==> src/core/csor_pkg.sv <==
// csor_pkg: constants for the core status/option register block
// assumes: single core clock, registers reached over the core's file port
package csor_pkg;
  // ---------------------------------------------------------------
  // register addresses on the core file port (bank 0 / bank 1 view)
  // ---------------------------------------------------------------
  localparam logic [7:0] ADDR_STATUS = 8'h03;
  localparam logic [7:0] ADDR_OPTION = 8'h81;
  localparam logic [7:0] ADDR_IRQ_CTRL = 8'h0b;
  localparam logic [6:0] ADDR_LOW_MASK = 7'h7f;
  // ---------------------------------------------------------------
  // status field positions
  // ---------------------------------------------------------------
  localparam int ST_INDIRECT = 7;
  localparam int ST_BANK_HIGH = 6;
  localparam int ST_BANK_SEL = 5;
  localparam int ST_GUARD_EXP = 4;
  localparam int ST_PWR_DN = 3;
  localparam int ST_ZERO = 2;
  localparam int ST_NIBBLE = 1;
  localparam int ST_CARRY = 0;
  // ---------------------------------------------------------------
  // option field positions
  // ---------------------------------------------------------------
  localparam int OP_PULLUP = 7;
  localparam int OP_EDGE = 6;
  localparam int OP_SRC = 5;
  localparam int OP_TEDGE = 4;
  localparam int OP_OWNER = 3;
  // ---------------------------------------------------------------
  // irq control field positions
  // ---------------------------------------------------------------
  localparam int IC_TICK_IF = 2;
  localparam int IC_EXT_IF = 1;
  localparam int IC_CHG_IF = 0;
  // ---------------------------------------------------------------
  // reset values
  // ---------------------------------------------------------------
  localparam logic [7:0] STATUS_RST = 8'h18;
  localparam logic [7:0] OPTION_RST = 8'hff;
  localparam logic [7:0] IRQ_CTRL_RST = 8'h00;
  // ---------------------------------------------------------------
  // alu flag-update classes
  // ---------------------------------------------------------------
  typedef enum logic [2:0] {
    CSOR_FL_NONE,
    CSOR_FL_Z,
    CSOR_FL_ARITH,
    CSOR_FL_ROT_L,
    CSOR_FL_ROT_R
  } csor_flag_op_t;
endpackage

==> src/core/csor_regs.sv <==
// csor_regs: status, option and irq control registers of the core
// assumes: datapath presents one instruction result per core clock;
// timers, pin logic and sleep control sit outside and use the outputs
module csor_regs (
  input wire logic core_clk_i,
  input wire logic nrst_i,
  input wire logic [7:0] wr_addr_i,
  input wire logic [7:0] wr_data_i,
  input wire logic wr_en_i,
  input wire logic clr_instr_i,
  input wire logic [7:0] rd_addr_i,
  input wire csor_pkg::csor_flag_op_t flag_op_i,
  input wire logic [7:0] alu_result_i,
  input wire logic alu_nibble_cy_i,
  input wire logic alu_carry_i,
  input wire logic [7:0] rot_src_i,
  input wire logic kick_guard_instr_i,
  input wire logic halt_instr_i,
  input wire logic guard_expired_i,
  input wire logic tick_overflow_i,
  input wire logic ext_irq_event_i,
  input wire logic pin_change_i,
  input wire logic [6:0] direct_addr_i,
  output logic [7:0] rd_data_o,
  output logic [7:0] status_o,
  output logic [7:0] option_o,
  output logic [7:0] irq_ctrl_o,
  output logic [7:0] data_addr_o,
  output logic pullups_off_o,
  output logic ext_irq_rising_o,
  output logic tick_from_pin_o,
  output logic tick_on_fall_o,
  output logic prescale_to_guard_o,
  output logic [8:0] tick_div_o,
  output logic [7:0] guard_div_o
);
  // ---------------------------------------------------------------
  // helpers
  // ---------------------------------------------------------------
  // status and irq control are mirrored in both banks, option is not
  function automatic logic hit(input logic [7:0] a, input logic [7:0] r);
    if (r == csor_pkg::ADDR_OPTION) begin
      hit = (a == r);
    end else begin
      hit = (a[6:0] == r[6:0]);
    end
  endfunction

  // result-null test shared by logic and arithmetic updates
  function automatic logic is_zero(input logic [7:0] v);
    is_zero = (v == 8'h00);
  endfunction

  // tick ratio is two to the power (rate + 1)
  function automatic logic [8:0] tick_ratio(input logic [2:0] rate);
    tick_ratio = 9'h002 << rate;
  endfunction

  // guard ratio is two to the power rate
  function automatic logic [7:0] guard_ratio(input logic [2:0] rate);
    guard_ratio = 8'h01 << rate;
  endfunction

  // flags the current operation produces; others pass through
  function automatic logic [2:0] alu_flags(
    input csor_pkg::csor_flag_op_t op,
    input logic [2:0] cur,
    input logic [7:0] res,
    input logic nib,
    input logic cy,
    input logic [7:0] src
  );
    alu_flags = cur;
    case (op)
      csor_pkg::CSOR_FL_Z: begin
        alu_flags[csor_pkg::ST_ZERO] = is_zero(res);
      end
      csor_pkg::CSOR_FL_ARITH: begin
        alu_flags[csor_pkg::ST_ZERO] = is_zero(res);
        alu_flags[csor_pkg::ST_NIBBLE] = nib;
        alu_flags[csor_pkg::ST_CARRY] = cy;
      end
      csor_pkg::CSOR_FL_ROT_L: begin
        alu_flags[csor_pkg::ST_CARRY] = src[7];
      end
      csor_pkg::CSOR_FL_ROT_R: begin
        alu_flags[csor_pkg::ST_CARRY] = src[0];
      end
      default: begin
      end
    endcase
  endfunction

  // {guard, power-down}; expiry is the hardware event and is applied
  // last, so it wins over a same-cycle kick or halt
  function automatic logic [1:0] cause_bits(
    input logic [1:0] cur,
    input logic kick,
    input logic halt,
    input logic expired
  );
    cause_bits = cur;
    if (kick) begin
      cause_bits = 2'b11;
    end
    if (halt) begin
      cause_bits = 2'b10;
    end
    if (expired) begin
      cause_bits[1] = 1'b0;
    end
  endfunction

  // read mux; unmapped addresses read as zero
  function automatic logic [7:0] read_mux(
    input logic [7:0] addr,
    input logic [7:0] st,
    input logic [7:0] opt,
    input logic [7:0] ic
  );
    read_mux = 8'h00;
    if (hit(addr, csor_pkg::ADDR_STATUS)) begin
      read_mux = st;
    end else if (hit(addr, csor_pkg::ADDR_OPTION)) begin
      read_mux = opt;
    end else if (hit(addr, csor_pkg::ADDR_IRQ_CTRL)) begin
      read_mux = ic;
    end
  endfunction

  // option bits that leave the block as controls, in port order
  function automatic logic [4:0] opt_ctl(input logic [7:0] o);
    opt_ctl = {o[csor_pkg::OP_PULLUP], o[csor_pkg::OP_EDGE],
      o[csor_pkg::OP_SRC], o[csor_pkg::OP_TEDGE], o[csor_pkg::OP_OWNER]};
  endfunction

  // ---------------------------------------------------------------
  // status register
  // ---------------------------------------------------------------
  logic [7:0] status_q, status_d;
  logic [7:0] option_q, option_d;
  logic [7:0] irq_ctrl_q, irq_ctrl_d;
  logic st_wr;
  logic flags_by_alu;
  logic take_wr_flags;
  logic [2:0] base_flags;

  always_comb begin
    status_d = status_q;
    st_wr = wr_en_i && hit(wr_addr_i, csor_pkg::ADDR_STATUS);
    flags_by_alu = (flag_op_i != csor_pkg::CSOR_FL_NONE);
    // a clear leaves the carry and nibble flags alone
    take_wr_flags = st_wr && !flags_by_alu && !clr_instr_i;
    if (st_wr) begin
      // bank bits only; guard and power-down are never written
      status_d[7:5] = wr_data_i[7:5];
    end
    base_flags = take_wr_flags ? wr_data_i[2:0] : status_q[2:0];
    status_d[2:0] = alu_flags(flag_op_i, base_flags, alu_result_i,
      alu_nibble_cy_i, alu_carry_i, rot_src_i);
    if (clr_instr_i && st_wr) begin
      status_d[7:5] = 3'h0;
      status_d[csor_pkg::ST_ZERO] = 1'b1;
    end
    status_d[4:3] = cause_bits(status_q[4:3], kick_guard_instr_i,
      halt_instr_i, guard_expired_i);
  end

  // ---------------------------------------------------------------
  // option and irq control registers
  // ---------------------------------------------------------------
  always_comb begin
    option_d = option_q;
    irq_ctrl_d = irq_ctrl_q;
    if (wr_en_i && hit(wr_addr_i, csor_pkg::ADDR_OPTION)) begin
      option_d = clr_instr_i ? 8'h00 : wr_data_i;
    end
    if (wr_en_i && hit(wr_addr_i, csor_pkg::ADDR_IRQ_CTRL)) begin
      irq_ctrl_d = clr_instr_i ? 8'h00 : wr_data_i;
    end
    // event sets win over a same-cycle software clear
    if (tick_overflow_i) begin
      irq_ctrl_d[csor_pkg::IC_TICK_IF] = 1'b1;
    end
    if (ext_irq_event_i) begin
      irq_ctrl_d[csor_pkg::IC_EXT_IF] = 1'b1;
    end
    if (pin_change_i) begin
      irq_ctrl_d[csor_pkg::IC_CHG_IF] = 1'b1;
    end
  end

  always_ff @(posedge core_clk_i) begin
    if (!nrst_i) begin
      status_q <= csor_pkg::STATUS_RST;
      option_q <= csor_pkg::OPTION_RST;
      irq_ctrl_q <= csor_pkg::IRQ_CTRL_RST;
    end else begin
      status_q <= status_d;
      option_q <= option_d;
      irq_ctrl_q <= irq_ctrl_d;
    end
  end

  // ---------------------------------------------------------------
  // read port
  // ---------------------------------------------------------------
  logic [7:0] rd_d;

  always_comb begin
    rd_d = read_mux(rd_addr_i, status_q, option_q, irq_ctrl_q);
  end

  always_ff @(posedge core_clk_i) begin
    if (!nrst_i) begin
      rd_data_o <= 8'h00;
    end else begin
      rd_data_o <= rd_d;
    end
  end

  // ---------------------------------------------------------------
  // register copies and direct data address
  // ---------------------------------------------------------------
  logic [7:0] addr_d;

  always_comb begin
    // the bank bit after this instruction steers the next access
    addr_d = {status_d[csor_pkg::ST_BANK_SEL], direct_addr_i};
  end

  always_ff @(posedge core_clk_i) begin
    if (!nrst_i) begin
      status_o <= csor_pkg::STATUS_RST;
      option_o <= csor_pkg::OPTION_RST;
      irq_ctrl_o <= csor_pkg::IRQ_CTRL_RST;
      data_addr_o <= 8'h00;
    end else begin
      status_o <= status_d;
      option_o <= option_d;
      irq_ctrl_o <= irq_ctrl_d;
      data_addr_o <= addr_d;
    end
  end

  // ---------------------------------------------------------------
  // option controls and prescaler ratios
  // ---------------------------------------------------------------
  logic [4:0] ctl_d;
  logic [2:0] rate;
  logic [8:0] tdiv_d;
  logic [7:0] gdiv_d;

  always_comb begin
    ctl_d = opt_ctl(option_d);
    rate = option_d[2:0];
    tdiv_d = tick_ratio(rate);
    gdiv_d = guard_ratio(rate);
  end

  always_ff @(posedge core_clk_i) begin
    if (!nrst_i) begin
      pullups_off_o <= csor_pkg::OPTION_RST[csor_pkg::OP_PULLUP];
      ext_irq_rising_o <= csor_pkg::OPTION_RST[csor_pkg::OP_EDGE];
      tick_from_pin_o <= csor_pkg::OPTION_RST[csor_pkg::OP_SRC];
      tick_on_fall_o <= csor_pkg::OPTION_RST[csor_pkg::OP_TEDGE];
      prescale_to_guard_o <= csor_pkg::OPTION_RST[csor_pkg::OP_OWNER];
      tick_div_o <= tick_ratio(csor_pkg::OPTION_RST[2:0]);
      guard_div_o <= guard_ratio(csor_pkg::OPTION_RST[2:0]);
    end else begin
      pullups_off_o <= ctl_d[4];
      ext_irq_rising_o <= ctl_d[3];
      tick_from_pin_o <= ctl_d[2];
      tick_on_fall_o <= ctl_d[1];
      prescale_to_guard_o <= ctl_d[0];
      tick_div_o <= tdiv_d;
      guard_div_o <= gdiv_d;
    end
  end
endmodule

==> config.mk <==
export PLATFORM = sky130hd
export DESIGN_NAME = csor_regs
export DESIGN_NICKNAME = d
export VERILOG_FILES = /design/src/core/csor_pkg.sv /design/src/core/csor_regs.sv
export SDC_FILE = /design/constraint.sdc
export NUM_CORES = 1
export LEC_CHECK = 0
export ABC_CLOCK_PERIOD_IN_PS = 2350
export BUFFER_PORTS_ARGS = -buffer_cell sky130_fd_sc_hd__buf_2
export CORE_ASPECT_RATIO = 0.75
export CORE_MARGIN = 2
export CORE_UTILIZATION = 45
export DETAILED_ROUTE_END_ITERATION = 10
export PLACE_DENSITY = 0.92
export SYNTH_ARGS = -nofsm -noshare
export SYNTH_HDL_FRONTEND = slang
export SYNTH_SLANG_ARGS = --single-unit
==> constraint.sdc <==
create_clock -name core_clk_i -period 2.35 [get_ports core_clk_i]
set_input_delay 0.47 -clock core_clk_i [delete_from_list [all_inputs] [get_ports core_clk_i]]
set_output_delay 0.47 -clock core_clk_i [all_outputs]
set_load 0.03 [all_outputs]
# Word-level counts from Yosys, hierarchy flattened
# Cells that the tools add are included.
# W data, S select, Z words.
dict set report totals {
  output_inout_bits 62
  inputBits 62
  regBits 62
  wordCells 76
}
dict set report op_classes {
  bitwise 1
  shift 2
  mux 22
  eq_ne 10
  reduce_logical 20
}
# operator count
set ops {}
lappend ops {{$mux W8} 5}
lappend ops {{$eq A8 B8 Y1 const B} 2}
lappend ops {{$eq A7 B2 Y1 const B} 2}
lappend ops {{$eq A7 B4 Y1 const B} 2}
lappend ops {{$mux W1} 12}
lappend ops {{$reduce_bool A2 Y1} 5}
lappend ops {{$reduce_bool A3 Y1} 3}
lappend ops {{$shl A2 B3 Y9 const A} 1}
lappend ops {{$logic_not A8 Y1} 1}
lappend ops {{$shl A1 B3 Y8 const A} 1}
lappend ops {{$eq A3 B2 Y1 const B} 2}
lappend ops {{$logic_and A1 B1 Y1} 6}
lappend ops {{$mux W3} 2}
lappend ops {{$mux W2} 2}
lappend ops {{$reduce_bool A4 Y1} 1}
lappend ops {{$reduce_or A2 Y1} 2}
lappend ops {{$eq A3 B1 Y1 const B} 1}
lappend ops {{$eq A3 B3 Y1 const B} 1}
lappend ops {{$pmux W1 S3} 1}
lappend ops {{$logic_not A1 Y1} 2}
lappend ops {{$not A1 Y1} 1}

# Depth between registers and ports, before layout
# Gate-level depths: netlist of run 1.
dict set report depth {
  word_depth 7
  depth_mapped 6
  mapped_depth_nobuf 4
}

# Least setup slack after synthesis of run 1
# No wires, ideal clock.
dict set report synth_path {
  kind {input to register}
  startpoint {in wr_addr_i[5]}
  endpoint {reg irq_ctrl_o[1]}
  setup_ps 132
  n_path_buf 2
  t_arrival_ps 1429
  slack_ps 788
  stages 6
  t_required_ps 2218
  path_cell_list {and4bb_1 buf_4 and4_1 buf_6 mux2i_1 a21oi_1}
}
dict set report synth_via {
  elab_chain_len 3
}
# element line
set synth_lines {}
lappend synth_lines {{from (decl)} csor_regs.sv:7} ;# input wire logic [7:0] wr_addr_i,
lappend synth_lines {{$eq A7 B4 Y1} csor_regs.sv:45} ;# hit = (a[6:0] == r[6:0]);
lappend synth_lines {{$logic_and A1 B1 Y1} csor_regs.sv:178} ;# if (wr_en_i && hit(wr_addr_i, csor_pkg::ADDR_IRQ_CTRL)) begin
lappend synth_lines {{$reduce_bool A2 Y1 (no line)} --}
lappend synth_lines {{to (signal assigned)} csor_regs.sv:236} ;# irq_ctrl_o <= csor_pkg::IRQ_CTRL_RST;
lappend synth_lines {{to (signal assigned)} csor_regs.sv:241} ;# irq_ctrl_o <= irq_ctrl_d;
lappend synth_lines {{to (decl)} csor_regs.sv:27} ;# output logic [7:0] irq_ctrl_o,
# Every way passes these cells.
# A chain may end at the register's enable or synchronous reset.

# Worst setup path in the final report of run 1
dict set report layout_path {
  startpoint {in wr_addr_i[5]}
  endpoint {reg tick_div_o[8]}
}
dict set report layout_via {
  elab_chain_len 4
}
# element line
set layout_lines {}
lappend layout_lines {{$eq A8 B8 Y1} csor_regs.sv:43} ;# hit = (a == r);
lappend layout_lines {{$logic_and A1 B1 Y1} csor_regs.sv:175} ;# if (wr_en_i && hit(wr_addr_i, csor_pkg::ADDR_OPTION)) begin
lappend layout_lines {{$mux W8} csor_regs.sv:175}
lappend layout_lines {{$shl A2 B3 Y9} csor_regs.sv:56} ;# tick_ratio = 9'h002 << rate;
lappend layout_lines {{to (signal assigned)} csor_regs.sv:268} ;# tick_div_o <= tick_ratio(csor_pkg::OPTION_RST[2:0]);
lappend layout_lines {{to (signal assigned)} csor_regs.sv:276} ;# tick_div_o <= tdiv_d;
lappend layout_lines {{to (decl)} csor_regs.sv:34} ;# output logic [8:0] tick_div_o,
# Every way passes these cells.

==> impl_metrics.env, run 1 <==
export IMPL_outcome="completed"
export IMPL_netlist_area_um2=2110
export IMPL_ys_flop_type="dfxtp_1"
export IMPL_synth_adder_area_share=0
export IMPL_worstPathCellList="buf_2 > and4bb_1 > nand4_4 > mux2i_1 > o21ai_0"
export IMPL_antenna_found_initial=0
export IMPL_synth_top_family_by_area="simple AND/OR/NAND/NOR gates"
export IMPL_netlist_area_leader_share=0.447
export IMPL_instances_no_fill=386
export IMPL_cts_setup_buffers=0
export IMPL_yosys_cell_types_count=35
export IMPL_maxSlewViolCount=0
export IMPL_power_density_nw_per_um2=551
export IMPL_hold_ws_ps=371
export IMPL_yosys_top_cells_area="dfxtp_1 (45%), mux2i_1 (10%), nor2b_1 (6.5%)"
export IMPL_wl_per_cell_um=14.9
export IMPL_finalCritPeriodShare=0.709
export IMPL_dp_hpwl_mm=4.47
export IMPL_grt_pass1_wl_mm=9.15
export IMPL_post_cts_resized=0
export IMPL_worstSetupEndpointType="flip-flop"
export IMPL_cts_hold_buffers=0
export IMPL_worst_slew_pin_slew_ps=578
export IMPL_leakage_nw=1.38
export IMPL_nets=391
export IMPL_io_buffers=116
export IMPL_grt_setup_unrepaired="no"
export IMPL_worst_endpoint_arrival_ps=1840
export IMPL_fp_dieW_um=83.0
export IMPL_max_cap_violations=0
export IMPL_synth_avg_cell_area_um2=9.32
export IMPL_syn_num_nets=288
export IMPL_ios=124
export IMPL_final_hold_viol_count=0
export IMPL_totalPowerFinal_mw=1.49
export IMPL_clk_pin_slew_ps=80
export IMPL_syn_to_final_growth_pct=28.6
export IMPL_grt_use_total=0.222
export IMPL_start_util=0.469
export IMPL_yosysSeqAreaShare=0.447
export IMPL_post_route_drc_count=0
export IMPL_grt_ovfl_total=0
export IMPL_crit_required_ps=2530
export IMPL_synth_edf_count=0
export IMPL_crit_family="simple AND/OR/NAND/NOR gates"
export IMPL_hp_start="direct_addr_i[2]"
export IMPL_dr_total_vias=2032
export IMPL_peakVddDrop_mv=0.376
export IMPL_synthMuxAreaShare=0.117
export IMPL_syn_inst=226
export IMPL_viasPerCell=5.26
export IMPL_synth_compound_area_frac=0.109
export IMPL_drive_gt1_frac=0.404
export IMPL_period_needed_ps=1670
export IMPL_wl_mm=5.74
export IMPL_place_inst=379
export IMPL_grt_max_degree=20
export IMPL_setup_tns_ps=0
export IMPL_row_count=21
export IMPL_cts_buffers_inserted=5
export IMPL_htreeDepth=2
export IMPL_crit_buf_inv=1
export IMPL_critical_path_class="input pin to flip-flop"
export IMPL_clockRootBuffer="clkbuf_8"
export IMPL_cts_tree="built"
export IMPL_nFillCells=406
export IMPL_drtPass1Iterations=4
export IMPL_yosysWarnings=0
export IMPL_yosys_top_cells_count="dfxtp_1 (47), mux2i_1 (22), nor2b_1 (22)"
export IMPL_clock_sinks=47
export IMPL_initialDrtViolationCount=91
export IMPL_first_global_vias=1985
export IMPL_dieHeight_um=63.3
export IMPL_cts_max_path_buffers=2
export IMPL_synth_simple_area_share=0.221
export IMPL_hold_path_class="input pin to flip-flop"
export IMPL_clk_latency_ps=310
export IMPL_synth_xor_area_share=0.00416
export IMPL_ys_ff_latch=47
export IMPL_cp_slowest_cell="and4bb_1"
export IMPL_max_freq_mhz=600
export IMPL_r2r_start="option_o[0]"
export IMPL_slew_headroom=0.612
export IMPL_synthArstFlopShare=0
export IMPL_ant_nets=0
export IMPL_place_gp_congestion=0.874
export IMPL_max_stage_delay_ps=440
export IMPL_yosysTopAreaCell="dfxtp_1"
export IMPL_crit_fanout=8
export IMPL_cp_startpoint="wr_addr_i[5]"
export IMPL_startpoint_type="input pin"
export IMPL_die_area_um2=5250
export IMPL_clock_skew_ps=9.06
export IMPL_diodes=0
export IMPL_yosysMostFrequentCell="dfxtp_1"
export IMPL_setup_viol=0
export IMPL_core_area_um2=4490
registers in the layout (all words and copies together), names as in the netlist:
name,flops
rd_data_o,8
option_o,8
status_o,8
irq_ctrl_o,8
tick_div_o,8
data_addr_o,7
kinds of logic after synthesis:
group                  count (synthesis)
AO/OA/AOI/OAI                         36
multiplexers                          24
other                                  1
buffers and inverters                 37
AND/OR/NAND/NOR                       80
flip-flops                            47
XOR/XNOR                               1
worst paths after layout:
kind / cells past startpoint / endpoint / slack [ps]
setup / recovery: 5 / tick_div_o[8] / 680
hold / removal: 2 / data_addr_o[2] / 370
setup reg to reg: 2 / rd_data_o[0] / 1180
hold reg to reg: 2 / rd_data_o[4] / 490
cell usage in the layout (no fill, tap or decap), types with 2 or more instances in the layout:
cell	n
nand2b_1	2
nor2_1	15
nand3_1	2
clkbuf_8	5
buf_2	116
o21ai_0	4
or4_1	2
dfxtp_1	47
buf_4	4
inv_1	12
nand2_1	12
nor2b_1	22
nor4_1	2
a21oi_1	19
and2_1	8
mux2i_1	22
nor3_1	8
a2111oi_0	8
cell type report:
class / instances / area [µm²] / area share
clock inverters: 2 / 13.8 / 0.00508
well taps: 57 / 71.3 / 0.0263
clock buffers: 5 / 68.8 / 0.0254
inverters: 13 / 48.8 / 0.0180
multi-input cells: 142 / 956 / 0.353
repair buffers: 120 / 611 / 0.225
flip-flops and latches: 47 / 941 / 0.347
where the power goes:
group	internal (mW)	switching [mW]	total, mW
combinational	0.0804	0.114	0.195
sequential	0.813	0.00863	0.821
clock	0.204	0.273	0.477
layer usage:
metal | track usage | share of wire | vias to the layer above
li1 | - | - | 960
met1 | 0.261 | 0.41 | 955
met4 | 0.111 | 0.016 | 0
met2 | 0.377 | 0.49 | 107
met3 | 0.0564 | 0.082 | 10
met5 | 0 | 0 | -
metrics by stage:
stage                     area [µm²]  setup slack (ps)  utilization
after CTS                       2710               662        0.603
after global placement          2630               413        0.585
final                           2710               684        0.603
after detailed placement        2630               328        0.585
after floorplan                 2110               788            -
after global routing            2710               519        0.603
No activity file was read; power rests on OpenSTA's default activity.
==> run 2, diff against run 1 <==
- ABC_CLOCK_PERIOD_IN_PS: 2350 -> 1700
- CORE_UTILIZATION: 45 -> 43
- PLACE_DENSITY: 0.92 -> 0.89
- clock period: 2.35 -> 1.7 ns (I/O delays scaled with it)
==> run 2 against run 1 <==
  * Sequential power increased by 39%
  * Clock skew decreased by 6.3 ps
  * Die area increased by 4.4%
  * Count of clock-buffer cells in the layout increased by 2
  * Largest cell class unchanged
  * Largest power group unchanged
==> impl_metrics.env, run 2 (synthesized netlist as in run 1, its figures left out) <==
export IMPL_grt_setup_unrepaired="no"
export IMPL_cts_max_path_buffers=2
export IMPL_r2r_end="rd_data_o[1]"
export IMPL_utilization=0.583
export IMPL_cts_hold_buffers=0
export IMPL_startpoint_type="input pin"
export IMPL_initialDrtViolationCount=59
export IMPL_maxSlewViolCount=0
export IMPL_cts_buffers_inserted=5
export IMPL_grt_use_total=0.207
export IMPL_final_hold_viol_count=0
export IMPL_dr_total_vias=2023
export IMPL_crit_fanout=5
export IMPL_hold_depth=2
export IMPL_r2r_slack_ps=510
export IMPL_clk_pin_slew_ps=80
export IMPL_dieHeight_um=64.6
export IMPL_post_cts_resized=0
export IMPL_slew_headroom=0.641
export IMPL_post_route_drc_count=0
export IMPL_r2r_start="option_o[1]"
export IMPL_preCtsSetupSlack_ps=-28.7
export IMPL_worst_slew_pin_slew_ps=524
export IMPL_setup_ws_ps=299
export IMPL_place_gp_congestion=0.860
export IMPL_clock_skew_ps=2.79
export IMPL_diodes=0
export IMPL_clock_sinks=47
export IMPL_core_area_um2=4820
export IMPL_worst_endpoint_arrival_ps=1650
export IMPL_setup_viol=0
export IMPL_drtPass1Iterations=4
export IMPL_grt_max_degree=17
export IMPL_hp_start="guard_expired_i"
export IMPL_nets=400
export IMPL_hold_path_class="input pin to flip-flop"
export IMPL_ios=124
export IMPL_dr_wl_met2_mm=2.78
export IMPL_met3_length_um=379
export IMPL_ant_nets=0
export IMPL_outcome="completed"
export IMPL_htreeDepth=2
export IMPL_cts_tree="built"
export IMPL_final_cell_mix="buf_2 (116), dfxtp_1 (47), nor2b_1 (22), mux2i_1 (22), a21oi_1 (19)"
export IMPL_syn_to_final_growth_pct=33.2
export IMPL_leakage_nw=1.43
export IMPL_drive_gt1_frac=0.419
export IMPL_crit_required_ps=1950
export IMPL_peakVddDrop_mv=0.369
export IMPL_finalCritPeriodShare=0.824
export IMPL_clk_latency_ps=300
export IMPL_first_global_vias=1931
export IMPL_routed_top_layer="met4"
export IMPL_die_area_um2=5480
export IMPL_met1_length_mm=2.43
export IMPL_clockRootBuffer="clkbuf_8"
export IMPL_critical_path_class="input pin to flip-flop"
export IMPL_holdPathEnd="status_o[4]"
export IMPL_grt_pass1_wl_mm=8.91
export IMPL_max_cap_violations=0
export IMPL_r2r_cells=2
export IMPL_dp_hpwl_mm=4.49
export IMPL_period_needed_ps=1400
export IMPL_final_common_cell="buf_2"
export IMPL_instances_no_fill=399
export IMPL_wl_per_cell_um=14.3
export IMPL_antenna_found_initial=0
export IMPL_power_density_nw_per_um2=757
export IMPL_io_buffers=116
export IMPL_place_inst=391
export IMPL_cts_setup_buffers=0
export IMPL_worstSetupEndpointType="flip-flop"
export IMPL_grt_ovfl_total=0
export IMPL_start_util=0.437
export IMPL_max_freq_mhz=714
export IMPL_row_count=22
export IMPL_fp_dieW_um=84.8
export IMPL_viasPerCell=5.07
export IMPL_wl_mm=5.69
## run 2: cell types whose count changed in the layout (fill, tap and decap cells not counted), sizes merged
cell / previous run / this run
buf: 120 / 129
clkinv: 3 / 2
clkbuf: 5 / 7
## run 2: layer usage
metal  global-route usage  vias to the layer above
met3               0.0484                       13
li1                     -                      979
met4               0.0714                        0
met2                0.369                       75
met1                0.244                      956
met5                    0                        -
## run 2: layout make-up
cell class / count / area (µm²)
clock buffers: 7 / 86.3
fillers: 440 / 2010
flip-flops and latches: 47 / 941
well taps: 60 / 75.1
multi-input cells: 142 / 956
repair buffers: 129 / 691
clock inverters: 1 / 8.76
inverters: 13 / 48.8
## run 2: report_power, final
group | internal (mW) | switching, mW | total, mW
clock | 0.333 | 0.375 | 0.709
sequential | 1.12 | 0.0131 | 1.14
combinational | 0.119 | 0.161 | 0.280
total | 1.58 | 0.549 | 2.13
## run 2: critical path, stage by stage
cell and delay [ps]:
buf_2 130, nor4_1 460, nand3_1 300, a221oi_2 310
o21a_1 130
## run 2: how the worst max path moves through the flow
stage                          endpoint  slack [ps]          from  cells past startpoint
final                       status_o[2]         300  flag_op_i[2]                      5
after global routing       rd_data_o[6]         100  rd_addr_i[6]                      6
after CTS                 tick_div_o[8]         300  wr_addr_i[5]                      5
after detailed placement  tick_div_o[8]         -30  wr_addr_i[5]                      5
after global placement     rd_data_o[7]          80  rd_addr_i[6]                      6
after floorplan           irq_ctrl_o[1]         270  wr_addr_i[5]                      6
## run 2: metrics by stage
| stage | cell area, µm² | hold WS (ps) | total power [mW] | setup TNS (ps) |
|---|---|---|---|---|
| 2_1_floorplan | 2110 | 451 | 1.31 | 0 |
| 3_3_place_gp | 2710 | 482 | 1.43 | 0 |
| 3_5_place_dp | 2710 | 487 | 1.44 | -38.0 |
| 4_1_cts | 2810 | 224 | 2.14 | 0 |
| 5_1_grt | 2810 | 235 | 2.22 | 0 |
| 6_report | 2810 | 223 | 2.13 | 0 |
==> run 3, diff against run 2 <==
- ABC_AREA: unset -> 1
- ABC_CLOCK_PERIOD_IN_PS: 1700 -> 1300
- CORE_UTILIZATION: 43 -> 44
- PLACE_DENSITY: 0.89 -> 0.9
- clock period: 1.7 -> 1.3 ns (I/O delays scaled with it)
==> run 3 against run 2 <==
  * The flow now finishes with violations (design-rule violations)
  * Worst hold slack got worse by 83 ps
  * Core utilization grew 2.1 points
  * Clock skew up 0.91 ps
  * Flip-flop and latch count stayed put
  * Via count up 19%
  * Register-to-register slack lost 70 ps
  * Non-clock buffer count up 1
  * Routed wire length up 3.7%
  * Area after synthesis grew 4.9%
  * Setup slack got worse by 210 ps
  * Critical path type is now flip-flop to primary output
  * Critical endpoint is now option_o[0]
==> impl_metrics.env, run 3 <==
export IMPL_worstPathCellList="buf_2"
export IMPL_cp_slowest_cell="dfxtp_1"
export IMPL_drtPass1Iterations=8
export IMPL_cts_buffers_inserted=5
export IMPL_crit_family="flip-flops"
export IMPL_max_cap_violations=0
export IMPL_syn_num_nets=378
export IMPL_antenna_found_initial=0
export IMPL_ys_flop_type="dfxtp_1"
export IMPL_setup_tns_ps=0
export IMPL_finalInstanceArea_um2=2940
export IMPL_die_area_um2=5610
export IMPL_cts_hold_buffers=0
export IMPL_grt_max_degree=24
export IMPL_dieHeight_um=65.4
export IMPL_wl_per_cell_um=12.0
export IMPL_drive_gt1_frac=0.363
export IMPL_yosysMostFrequentCell="nand2_1"
export IMPL_r2r_cells=5
export IMPL_maxSlewViolCount=0
export IMPL_clk_latency_ps=300
export IMPL_synthArstFlopShare=0
export IMPL_final_hold_viol_count=0
export IMPL_post_route_drc_count=8
export IMPL_hp_start="direct_addr_i[4]"
export IMPL_clock_sinks=47
export IMPL_instances_no_fill=492
export IMPL_crit_fanout=3
export IMPL_clk_pin_slew_ps=90
export IMPL_max_stage_delay_ps=420
export IMPL_yosysTopAreaCell="dfxtp_1"
export IMPL_clockRootBuffer="clkbuf_8"
export IMPL_setup_ws_ps=89.2
export IMPL_viasPerCell=4.87
export IMPL_leakage_nw=1.69
export IMPL_core_area_um2=4870
export IMPL_nets=493
export IMPL_r2r_end="tick_div_o[5]"
export IMPL_outcome="complete, but fails checks"
export IMPL_grt_pass1_wl_mm=9.71
export IMPL_synth_edf_count=0
export IMPL_ant_nets=0
export IMPL_initialDrtViolationCount=116
export IMPL_synth_xor_area_share=0
export IMPL_place_inst=484
export IMPL_yosys_cell_types_count=28
export IMPL_syn_to_final_growth_pct=33.1
export IMPL_netlist_area_leader_share=0.426
export IMPL_holdPathEnd="data_addr_o[4]"
export IMPL_yosysWarnings=0
export IMPL_final_cell_mix="buf_2 (116), nand2_1 (82), dfxtp_1 (47)"
export IMPL_yosys_top_cells_area="dfxtp_1 (43%), nand2_1 (14%), nand3_1 (8.8%)"
export IMPL_crit_required_ps=1040
export IMPL_worstSetupEndpointType="primary output"
export IMPL_cts_tree="built"
export IMPL_startpoint_type="flip-flop"
export IMPL_setup_viol=0
export IMPL_critical_path_class="flip-flop to primary output"
export IMPL_violations="design-rule violations"
export IMPL_period_needed_ps=1210
export IMPL_place_gp_congestion=0.815
export IMPL_htreeDepth=2
export IMPL_clock_skew_ps=3.70
export IMPL_post_cts_resized=0
export IMPL_final_common_cell="buf_2"
export IMPL_synth_top_family_by_area="simple AND/OR/NAND/NOR gates"
export IMPL_diodes=0
export IMPL_netlist_area_um2=2210
export IMPL_cts_setup_buffers=0
export IMPL_placed_area_um2=2820
export IMPL_synthMuxAreaShare=0
export IMPL_r2r_slack_ps=440
export IMPL_hold_path_class="input pin to flip-flop"
export IMPL_power_density_nw_per_um2=1010
export IMPL_grt_ovfl_total=0
export IMPL_row_count=22
export IMPL_io_buffers=116
export IMPL_crit_buf_inv=1
export IMPL_first_global_vias=2319
export IMPL_grt_setup_unrepaired="no"
export IMPL_yosys_top_cells_count="nand2_1 (82), dfxtp_1 (47), inv_1 (41)"
export IMPL_synth_adder_area_share=0
export IMPL_synth_simple_area_share=0.377
export IMPL_dr_total_vias=2398
export IMPL_grt_use_total=0.220
export IMPL_synth_avg_cell_area_um2=6.99
export IMPL_totalPowerFinal_mw=2.97
export IMPL_hold_depth=3
export IMPL_syn_inst=316
export IMPL_ys_ff_latch=47
export IMPL_wl_mm=5.90
export IMPL_finalCritPeriodShare=0.931
export IMPL_cts_max_path_buffers=2
export IMPL_fp_dieW_um=85.8
export IMPL_dp_hpwl_mm=4.68
export IMPL_ios=124
export IMPL_max_freq_mhz=826
export IMPL_r2r_start="option_o[0]"
export IMPL_preCtsSetupSlack_ps=-69.4
export IMPL_yosysSeqAreaShare=0.426
export IMPL_start_util=0.454
export IMPL_worst_endpoint_arrival_ps=950
export IMPL_synth_compound_area_frac=0.0532
export IMPL_peakVddDrop_mv=0.621
run 3: cell types whose count changed after synthesis, moves of 22 or more:
cell and change:
nand3_1 +37, nor2_1 +22, nand2_1 +70, nor2b_1 -22, mux2i_1 -22, inv_1 +29
run 3: final cells by class:
| cell class | count | area, µm² |
|---|---|---|
| clock buffer | 6 | 82.6 |
| tap | 60 | 75.1 |
| clock inverter | 2 | 35.0 |
| sequential | 47 | 941 |
| inverter | 44 | 166 |
| multi-input combinational | 203 | 955 |
| timing repair buffer | 130 | 686 |
| fill | 472 | 1930 |
run 3: stage by stage:
step / util / hold WS, ps
finish: 0.603 / 140
global route: 0.603 / 136
CTS: 0.603 / 136
detailed placement: 0.579 / 448
global placement: 0.579 / 442
floorplan: - / 358
run 3: how the worst max path moves through the flow:
stage	startpoint	to	slack, ps	cells after the start
floorplan	wr_addr_i[5]	tick_div_o[5]	130	9
global placement	wr_addr_i[5]	tick_div_o[3]	-20	10
detailed placement	wr_addr_i[5]	tick_div_o[6]	-70	9
CTS	option_o[0]	option_o[0]	80	1
global route	option_o[0]	option_o[0]	60	1
finish	option_o[0]	option_o[0]	90	1
run 3: where the power goes:
group	switching [mW]	total [mW]	internal (mW)	leakage, nW
clock	0.483	1.11	0.622	0.0612
sequential	0.0172	1.49	1.47	0.383
combinational	0.235	0.377	0.141	1.25
total	0.736	2.97	2.23	1.69
run 3: logic make-up after synthesis:
logic type,after synthesis
other,1
buffers and inverters,66
flip-flops,47
AND/OR/NAND/NOR,180
AO/OA/AOI/OAI,22
run 3: layer usage:
metal	share of wire	global-route usage	routed length, µm	vias to the layer above
li1	-	-	-	1202
met1	0.41	0.256	2440	1063
met2	0.46	0.383	2720	116
met3	0.11	0.0716	629	17
met4	0.020	0.0794	116	0
met5	0	0	0	-
